==> src/verilog/dpmb_pkg.sv <==
package dpmb_pkg;

  // one mail word spans the whole port width
  localparam int unsigned WORD_W = 36;

  // mailbox contents after reset
  localparam logic [35:0] MAIL_RESET = 36'h000000000;

  // flags are active low: high means the box is empty
  localparam logic FLAG_EMPTY = 1'b1;
  localparam logic FLAG_FULL  = 1'b0;

  // output enables are active low
  localparam logic OE_OFF = 1'b1;
  localparam logic OE_ON  = 1'b0;

  // pin synchroniser depth for the port clocks
  localparam int unsigned SYNC_DEPTH = 3;

  // kinds of qualified access seen on a port clock edge
  typedef enum logic [1:0] {
    dpmb_idle,
    dpmb_mail_wr,
    dpmb_mail_rd,
    dpmb_fifo_xfer
  } dpmb_access_t;

endpackage

==> src/verilog/dpmb_mailbox.sv <==
module dpmb_mailbox (
  // system
  input  wire logic        mclk,
  input  wire logic        rst_n,
  // port A pins
  input  wire logic        port_a_clock,
  input  wire logic        port_a_chip_select_n,
  input  wire logic        port_a_write_not_read,
  input  wire logic        port_a_enable,
  input  wire logic        mailbox_select_a,
  input  wire logic [35:0] port_a_data_in,
  output logic      [35:0] port_a_data_out,
  output logic             port_a_data_oe_n,
  // port B pins
  input  wire logic        port_b_clock,
  input  wire logic        port_b_chip_select_n,
  input  wire logic        port_b_write_not_read,
  input  wire logic        port_b_enable,
  input  wire logic        mailbox_select_b,
  input  wire logic [35:0] port_b_data_in,
  output logic      [35:0] port_b_data_out,
  output logic             port_b_data_oe_n,
  // mailbox status pins
  output logic             mail_a_to_b_flag_n,
  output logic             mail_b_to_a_flag_n,
  // FIFO storage path
  input  wire logic [35:0] fifo_out_data,
  output logic             fifo_write,
  output logic      [35:0] fifo_write_data,
  output logic             fifo_read
);

  ////////////////////////////////////////////////////////////////////////////
  // pin synchronisers

  // every port pin crosses from its own clock, so all take three stages;
  // a port clock level is only believed once stages two and three agree,
  // which filters a one-sample glitch at the cost of a cycle of latency
  logic [2:0]  a_clk_sync;
  logic [2:0]  b_clk_sync;
  logic        a_clk_level;
  logic        b_clk_level;
  logic [3:0]  a_ctl_s1;
  logic [3:0]  a_ctl_s2;
  logic [3:0]  a_ctl_s3;
  logic [3:0]  b_ctl_s1;
  logic [3:0]  b_ctl_s2;
  logic [3:0]  b_ctl_s3;
  logic [35:0] a_data_s1;
  logic [35:0] a_data_s2;
  logic [35:0] a_data_s3;
  logic [35:0] b_data_s1;
  logic [35:0] b_data_s2;
  logic [35:0] b_data_s3;
  logic [2:0]  next_a_clk_sync;
  logic [2:0]  next_b_clk_sync;
  logic        next_a_clk_level;
  logic        next_b_clk_level;
  logic [3:0]  next_a_ctl_s1;
  logic [3:0]  next_a_ctl_s2;
  logic [3:0]  next_a_ctl_s3;
  logic [3:0]  next_b_ctl_s1;
  logic [3:0]  next_b_ctl_s2;
  logic [3:0]  next_b_ctl_s3;
  logic [35:0] next_a_data_s1;
  logic [35:0] next_a_data_s2;
  logic [35:0] next_a_data_s3;
  logic [35:0] next_b_data_s1;
  logic [35:0] next_b_data_s2;
  logic [35:0] next_b_data_s3;

  always_comb
  begin
    next_a_clk_sync  = {a_clk_sync[1:0], port_a_clock};
    next_b_clk_sync  = {b_clk_sync[1:0], port_b_clock};
    next_a_clk_level = a_clk_level;
    next_b_clk_level = b_clk_level;
    if (a_clk_sync[1] == a_clk_sync[2])
      next_a_clk_level = a_clk_sync[2];
    if (b_clk_sync[1] == b_clk_sync[2])
      next_b_clk_level = b_clk_sync[2];
    next_a_ctl_s1    = {mailbox_select_a, port_a_enable, port_a_write_not_read, port_a_chip_select_n};
    next_a_ctl_s2    = a_ctl_s1;
    next_a_ctl_s3    = a_ctl_s2;
    next_b_ctl_s1    = {mailbox_select_b, port_b_enable, port_b_write_not_read, port_b_chip_select_n};
    next_b_ctl_s2    = b_ctl_s1;
    next_b_ctl_s3    = b_ctl_s2;
    next_a_data_s1   = port_a_data_in;
    next_a_data_s2   = a_data_s1;
    next_a_data_s3   = a_data_s2;
    next_b_data_s1   = port_b_data_in;
    next_b_data_s2   = b_data_s1;
    next_b_data_s3   = b_data_s2;
  end

  always_ff @(posedge mclk or negedge rst_n)
  begin
    if (!rst_n)
    begin
      a_clk_sync  <= 3'h0;
      b_clk_sync  <= 3'h0;
      a_clk_level <= 1'b0;
      b_clk_level <= 1'b0;
      a_ctl_s1    <= 4'h1;
      a_ctl_s2    <= 4'h1;
      a_ctl_s3    <= 4'h1;
      b_ctl_s1    <= 4'h1;
      b_ctl_s2    <= 4'h1;
      b_ctl_s3    <= 4'h1;
      a_data_s1   <= dpmb_pkg::MAIL_RESET;
      a_data_s2   <= dpmb_pkg::MAIL_RESET;
      a_data_s3   <= dpmb_pkg::MAIL_RESET;
      b_data_s1   <= dpmb_pkg::MAIL_RESET;
      b_data_s2   <= dpmb_pkg::MAIL_RESET;
      b_data_s3   <= dpmb_pkg::MAIL_RESET;
    end
    else
    begin
      a_clk_sync  <= next_a_clk_sync;
      b_clk_sync  <= next_b_clk_sync;
      a_clk_level <= next_a_clk_level;
      b_clk_level <= next_b_clk_level;
      a_ctl_s1    <= next_a_ctl_s1;
      a_ctl_s2    <= next_a_ctl_s2;
      a_ctl_s3    <= next_a_ctl_s3;
      b_ctl_s1    <= next_b_ctl_s1;
      b_ctl_s2    <= next_b_ctl_s2;
      b_ctl_s3    <= next_b_ctl_s3;
      a_data_s1   <= next_a_data_s1;
      a_data_s2   <= next_a_data_s2;
      a_data_s3   <= next_a_data_s3;
      b_data_s1   <= next_b_data_s1;
      b_data_s2   <= next_b_data_s2;
      b_data_s3   <= next_b_data_s3;
    end
  end

  ////////////////////////////////////////////////////////////////////////////
  // access decode

  // ctl = {mailbox select, enable, write_not_read, chip_select_n}
  function automatic dpmb_pkg::dpmb_access_t dpmb_decode(input logic edge_seen, input logic [3:0] ctl);
    dpmb_pkg::dpmb_access_t kind;
    kind = dpmb_pkg::dpmb_idle;
    if (edge_seen && !ctl[0] && ctl[2])
    begin
      if (!ctl[3])
        kind = dpmb_pkg::dpmb_fifo_xfer;
      else if (ctl[1])
        kind = dpmb_pkg::dpmb_mail_wr;
      else
        kind = dpmb_pkg::dpmb_mail_rd;
    end
    return kind;
  endfunction

  logic                   a_edge;
  logic                   b_edge;
  dpmb_pkg::dpmb_access_t a_access;
  dpmb_pkg::dpmb_access_t b_access;

  // rise counts once both late stages agree high and the held level was low
  assign a_edge   = a_clk_sync[1] & a_clk_sync[2] & ~a_clk_level;
  assign b_edge   = b_clk_sync[1] & b_clk_sync[2] & ~b_clk_level;
  assign a_access = dpmb_decode(a_edge, a_ctl_s3);
  assign b_access = dpmb_decode(b_edge, b_ctl_s3);

  ////////////////////////////////////////////////////////////////////////////
  // mailbox core

  logic [35:0] mail_a_to_b;
  logic [35:0] mail_b_to_a;
  logic [35:0] next_mail_a_to_b;
  logic [35:0] next_mail_b_to_a;
  logic        next_mail_a_to_b_flag_n;
  logic        next_mail_b_to_a_flag_n;
  logic [35:0] next_port_a_data_out;
  logic [35:0] next_port_b_data_out;
  logic        next_port_a_data_oe_n;
  logic        next_port_b_data_oe_n;
  logic        next_fifo_write;
  logic [35:0] next_fifo_write_data;
  logic        next_fifo_read;

  always_comb
  begin
    next_mail_a_to_b        = mail_a_to_b;
    next_mail_b_to_a        = mail_b_to_a;
    next_mail_a_to_b_flag_n = mail_a_to_b_flag_n;
    next_mail_b_to_a_flag_n = mail_b_to_a_flag_n;
    next_fifo_write         = 1'b0;
    next_fifo_write_data    = fifo_write_data;
    next_fifo_read          = 1'b0;

    // reads first so a same-cycle write into an empty box still leaves it full; a write to a full box is dropped
    if (b_access == dpmb_pkg::dpmb_mail_rd)
      next_mail_a_to_b_flag_n = dpmb_pkg::FLAG_EMPTY;
    if (a_access == dpmb_pkg::dpmb_mail_rd)
      next_mail_b_to_a_flag_n = dpmb_pkg::FLAG_EMPTY;

    case (a_access)
      dpmb_pkg::dpmb_mail_wr:
      begin
        if (mail_a_to_b_flag_n == dpmb_pkg::FLAG_EMPTY)
        begin
          next_mail_a_to_b        = a_data_s3;
          next_mail_a_to_b_flag_n = dpmb_pkg::FLAG_FULL;
        end
      end
      dpmb_pkg::dpmb_fifo_xfer:
      begin
        // port A only feeds the queue; its reads of the queue do not exist
        if (a_ctl_s3[1])
        begin
          next_fifo_write      = 1'b1;
          next_fifo_write_data = a_data_s3;
        end
      end
      default:
      begin
      end
    endcase

    case (b_access)
      dpmb_pkg::dpmb_mail_wr:
      begin
        if (mail_b_to_a_flag_n == dpmb_pkg::FLAG_EMPTY)
        begin
          next_mail_b_to_a        = b_data_s3;
          next_mail_b_to_a_flag_n = dpmb_pkg::FLAG_FULL;
        end
      end
      dpmb_pkg::dpmb_fifo_xfer:
      begin
        if (!b_ctl_s3[1])
          next_fifo_read = 1'b1;
      end
      default:
      begin
      end
    endcase

    // outputs are live while the port is selected for reading
    next_port_a_data_oe_n = (!a_ctl_s3[0] && !a_ctl_s3[1]) ? dpmb_pkg::OE_ON : dpmb_pkg::OE_OFF;
    next_port_b_data_oe_n = (!b_ctl_s3[0] && !b_ctl_s3[1]) ? dpmb_pkg::OE_ON : dpmb_pkg::OE_OFF;
    next_port_a_data_out  = next_mail_b_to_a;
    if (b_ctl_s3[3])
      next_port_b_data_out = next_mail_a_to_b;
    else
      next_port_b_data_out = fifo_out_data;
  end

  always_ff @(posedge mclk or negedge rst_n)
  begin
    if (!rst_n)
    begin
      mail_a_to_b        <= dpmb_pkg::MAIL_RESET;
      mail_b_to_a        <= dpmb_pkg::MAIL_RESET;
      mail_a_to_b_flag_n <= dpmb_pkg::FLAG_EMPTY;
      mail_b_to_a_flag_n <= dpmb_pkg::FLAG_EMPTY;
      port_a_data_out    <= dpmb_pkg::MAIL_RESET;
      port_b_data_out    <= dpmb_pkg::MAIL_RESET;
      port_a_data_oe_n   <= dpmb_pkg::OE_OFF;
      port_b_data_oe_n   <= dpmb_pkg::OE_OFF;
      fifo_write         <= 1'b0;
      fifo_write_data    <= dpmb_pkg::MAIL_RESET;
      fifo_read          <= 1'b0;
    end
    else
    begin
      mail_a_to_b        <= next_mail_a_to_b;
      mail_b_to_a        <= next_mail_b_to_a;
      mail_a_to_b_flag_n <= next_mail_a_to_b_flag_n;
      mail_b_to_a_flag_n <= next_mail_b_to_a_flag_n;
      port_a_data_out    <= next_port_a_data_out;
      port_b_data_out    <= next_port_b_data_out;
      port_a_data_oe_n   <= next_port_a_data_oe_n;
      port_b_data_oe_n   <= next_port_b_data_oe_n;
      fifo_write         <= next_fifo_write;
      fifo_write_data    <= next_fifo_write_data;
      fifo_read          <= next_fifo_read;
    end
  end

endmodule

==> config.mk <==
export PLATFORM = sky130hd
export DESIGN_NAME = dpmb_mailbox
export DESIGN_NICKNAME = d
export VERILOG_FILES = /design/src/verilog/dpmb_pkg.sv /design/src/verilog/dpmb_mailbox.sv
export SDC_FILE = /design/constraint.sdc
export NUM_CORES = 1
export LEC_CHECK = 0
export BUFFER_PORTS_ARGS = -buffer_cell sky130_fd_sc_hd__buf_2
export CORE_ASPECT_RATIO = 2
export CORE_MARGIN = 2
export CORE_UTILIZATION = 47
export CTS_CLUSTER_SIZE = 25
export DETAILED_ROUTE_END_ITERATION = 10
export GPL_ROUTABILITY_DRIVEN = 0
export GPL_TIMING_DRIVEN = 0
export MAX_ROUTING_LAYER = met4
export PLACE_DENSITY = 0.81
export SETUP_SLACK_MARGIN = 0.15
export SLEW_MARGIN = 10
export SYNTH_ARGS = -nofsm -noshare
export SYNTH_HDL_FRONTEND = slang
export SYNTH_SLANG_ARGS = --single-unit
==> constraint.sdc <==
create_clock -name mclk -period 2.1 [get_ports mclk]
set_input_delay 0.21 -clock mclk [delete_from_list [all_inputs] [get_ports mclk]]
set_output_delay 0.21 -clock mclk [all_outputs]
set_load 0.1 [all_outputs]
==> flow_summary.yaml <==
outcome:
  status: "complete, no violations"
synthesis:
  synth_commonest_cells: "dfrtp_1 (388), mux2_2 (45), a31oi_1 (37), nand2_1 (37), nor2_1 (37)"
  synth_top_area_share: 0.798
  async_reset_ff_frac: 1.00
  yosysMostFrequentCell: "dfrtp_1"
  synth_cell_types: 26
  synth_nets: 828
  synthCells: 706
  synth-seq-cells: 398
  yosysWarningCount: 0
  syn_area_per_cell_sq_um: 17.2
  synth-edff-count: 0
  synth_top_area_cell: "dfrtp_1"
  synth_flop_cell: "dfrtp_1"
  synth_area_sq_mm: 0.0122
  ys_seq_area_frac: 0.819
  synthTopCellsByArea: "dfrtp_1 (80%), mux2_2 (4.2%), mux2_4 (3.6%)"
clock_tree:
  cts_sinks: 398
  cts_tree: "done"
  cts_buffer_depth: 3
  clock_latency_ns: 0.52
  cts_root_buffer: "clkbuf_16"
  cts.clk_slew.worst_paths_ns: 0.07
  cts_buffers: 35
  h-tree-depth: 2
drt:
  num_vias: 7347
  wl_per_cell_um: 18.9
  drc: 0
  vias_per_cell: 4.99
  drt-initial-drc-count: 607
  drt_wl_total_um: 27800
  final_antenna_net_count: 0
  dr.pass1.iters: 7
sta:
  layout_min_cycle_time_ns: 1.93
  setup_viol: 0
  drv_slew: 0
  worst_pin_slew_ns: 0.678
  finalCritPeriodShare: 0.920
  fin_setup_tns_ns: 0
  slew-limit-headroom: 0.548
  max_freq_ghz: 0.518
  rsz0062_at_grt: "yes"
  fin_skew_ns: 0.0137
  hold_slack_ns: 0.0419
  hold_viol: 0
cells_and_area:
  nets: 1227
  drive_gt1_frac: 0.365
  area_delta_synth_final_pct: 35.1
  n_fill_cell: 1780
  antenna_cells: 0
  fin_util: 0.644
floorplanning:
  die_y_um: 232
  ios: 234
  die_w_um: 118
  initial_core_util: 0.476
  rows: 83
  die_area_sq_mm: 0.0273
  core-area_sq_mm: 0.0255
critical_path:
  timing.rr.end: "fifo_write_data[8]"
  r2r_slack_ns: 0.17
  reg2reg_from: "a_clk_sync[1]"
  rr_worst_depth: 7
  worstPathArrival_ns: 2.33
  critPathCaptureType: "register"
  start_kind: "register"
  crit_path_max_fanout: 10
  crit_type: "reg2reg"
  required_ns: 2.50
pwr:
  p_int_mw: 13.0
  max-vdd-ir-drop_mv: 0.845
  p_comb_frac: 0.157
  clkPwrFrac: 0.385
  netSwitchingPower_mw: 5.29
  power.density_mw_per_mm2: 1110
  power_mw: 18.3
  switching_share: 0.289
  pwr-share-seq: 0.458
  p_leak_nw: 8.23
global_route:
  antenna_found_initial: 0
  grt_usage: 0.210
  grt_pass1_wl_um: 42900
  grt_max_degree: 116
  overflow: 0
  grt_pass1_vias: 7946
hold_path:
  worstHoldStart: "fifo_out_data[15]"
  hp-class: "in2reg"
  hold-path-endpoint: "port_b_data_out[15]"
  whs_path_depth: 3
placement:
  port_buffers: 233
  dp_hpwl_um: 16700
flow_run:
  max-cap-violations: 0
placed cells by master (no fill, tap or decap), drive strengths merged:
master	synthesis	final
dfrtp	388	388
buf	14	254
dlygate4sd3	0	118
mux2	74	74
clkbuf	21	72
nand2	37	37
nor2	37	37
a31oi	37	37
nand4	36	36
o21ai	36	36
dfstp	10	10
bufinv	0	6
clkinvlp	0	4
clkinv	0	4
inv	2	4
or2	2	2
nor4b	2	2
ha	2	2
nand4bb	1	1
nand3	1	1
and4bb	1	1
and2	1	1
or3	1	1
nand3b	1	1
nor3	1	1
o22a	1	1
kinds of logic (layout without fill, tap and decap cells):
family | count (synthesis) | in the layout | synth area share
muxes | 74 | 74 | 0.0774
and+or+nand+nor | 121 | 121 | 0.0495
AOI/OAI and AO/OA | 74 | 74 | 0.0345
adders and majority gates | 2 | 2 | 0.00206
DFF | 398 | 398 | 0.819
buffers and inverters | 37 | 462 | 0.0172
sequential cells by signal, indices dropped and copies added (netlist names), 4 cells and up:
register         flops
a_ctl_s2             4
b_ctl_s3             4
a_ctl_s1             4
fifo_write_data     36
b_data_s2           36
port_b_data_out     36
b_ctl_s2             4
a_ctl_s3             4
a_data_s2           36
b_data_s3           36
mail_a_to_b         36
b_ctl_s1             4
mail_b_to_a         36
a_data_s3           36
a_data_s1           36
b_data_s1           36
layer usage:
| layer | vias to the layer above | wire length [um] | GRT usage |
|---|---|---|---|
| li1 | 3203 | - | - |
| met1 | 3690 | 9790 | 0.226 |
| met2 | 346 | 15300 | 0.371 |
| met3 | 108 | 1250 | 0.0342 |
| met4 | 0 | 1420 | 0.110 |
| met5 | - | 0 | - |
through the flow:
step | cells | area (sq um) | worst slack, ns
2_1_floorplan | 706 | 12200 | 0.134
3_3_place_gp | 1279 | 13800 | -6.37
3_5_place_dp | 1282 | 13900 | -0.0901
4_1_cts | 1466 | 16400 | 0.166
5_1_grt | 1471 | 16400 | 0.107
6_report | 1471 | 16400 | 0.168
repair_timing:
item,in CTS,in global routing
cloned,0,3
buffers inserted,3,2
gates resized for setup,8,14
hold buffers,118,0
endpoints found under the hold margin,184,0
pin swaps,2,1
endpoints found under the setup margin,61,143
power by group through the flow:
stage / clock, mW / sequential, mW / combinational [mW]
floorplan: 0 / 10.1 / 0.412
global route: 7.51 / 8.44 / 2.98
global placement: 0 / 8.51 / 2.62
finish: 7.05 / 8.40 / 2.87
detailed placement: 0 / 8.53 / 2.67
CTS: 7.15 / 8.39 / 2.85
worst max path at each step:
stage | depth (start not counted) | to | slack [ns] | startpoint
detailed placement | 6 | mail_b_to_a[31] | -0.09 | b_clk_sync[1]
global route | 7 | fifo_write_data[8] | 0.11 | a_clk_sync[2]
CTS | 5 | port_b_data_out[13] | 0.17 | a_ctl_s3[1]
global placement | 1 | mail_b_to_a[15] | -6.37 | rst_n
floorplan | 5 | mail_b_to_a[10] | 0.13 | mail_b_to_a_flag_n
finish | 7 | fifo_write_data[8] | 0.17 | a_clk_sync[1]
cell type report:
class / instances / area [sq um] / area share
multi-input combinational: 271 / 2000 / 0.122
sequential: 398 / 9980 / 0.606
tap: 340 / 425 / 0.0259
buffer: 35 / 226 / 0.0138
clock buffer: 47 / 1020 / 0.0622
inverter: 2 / 7.51 / 0.000456
clock inverter: 16 / 254 / 0.0154
timing repair buffer: 362 / 2530 / 0.154
critical path: stages, from the launching register on:
cell	delay (ns)
dfrtp_1	0.36
ha_2	0.21
nand4bb_4	0.14
buf_6	0.16
or3_4	0.34
buf_8	0.16
buf_12	0.16
mux2_4	0.30
Note: power is estimated with default switching activity, not from simulation.
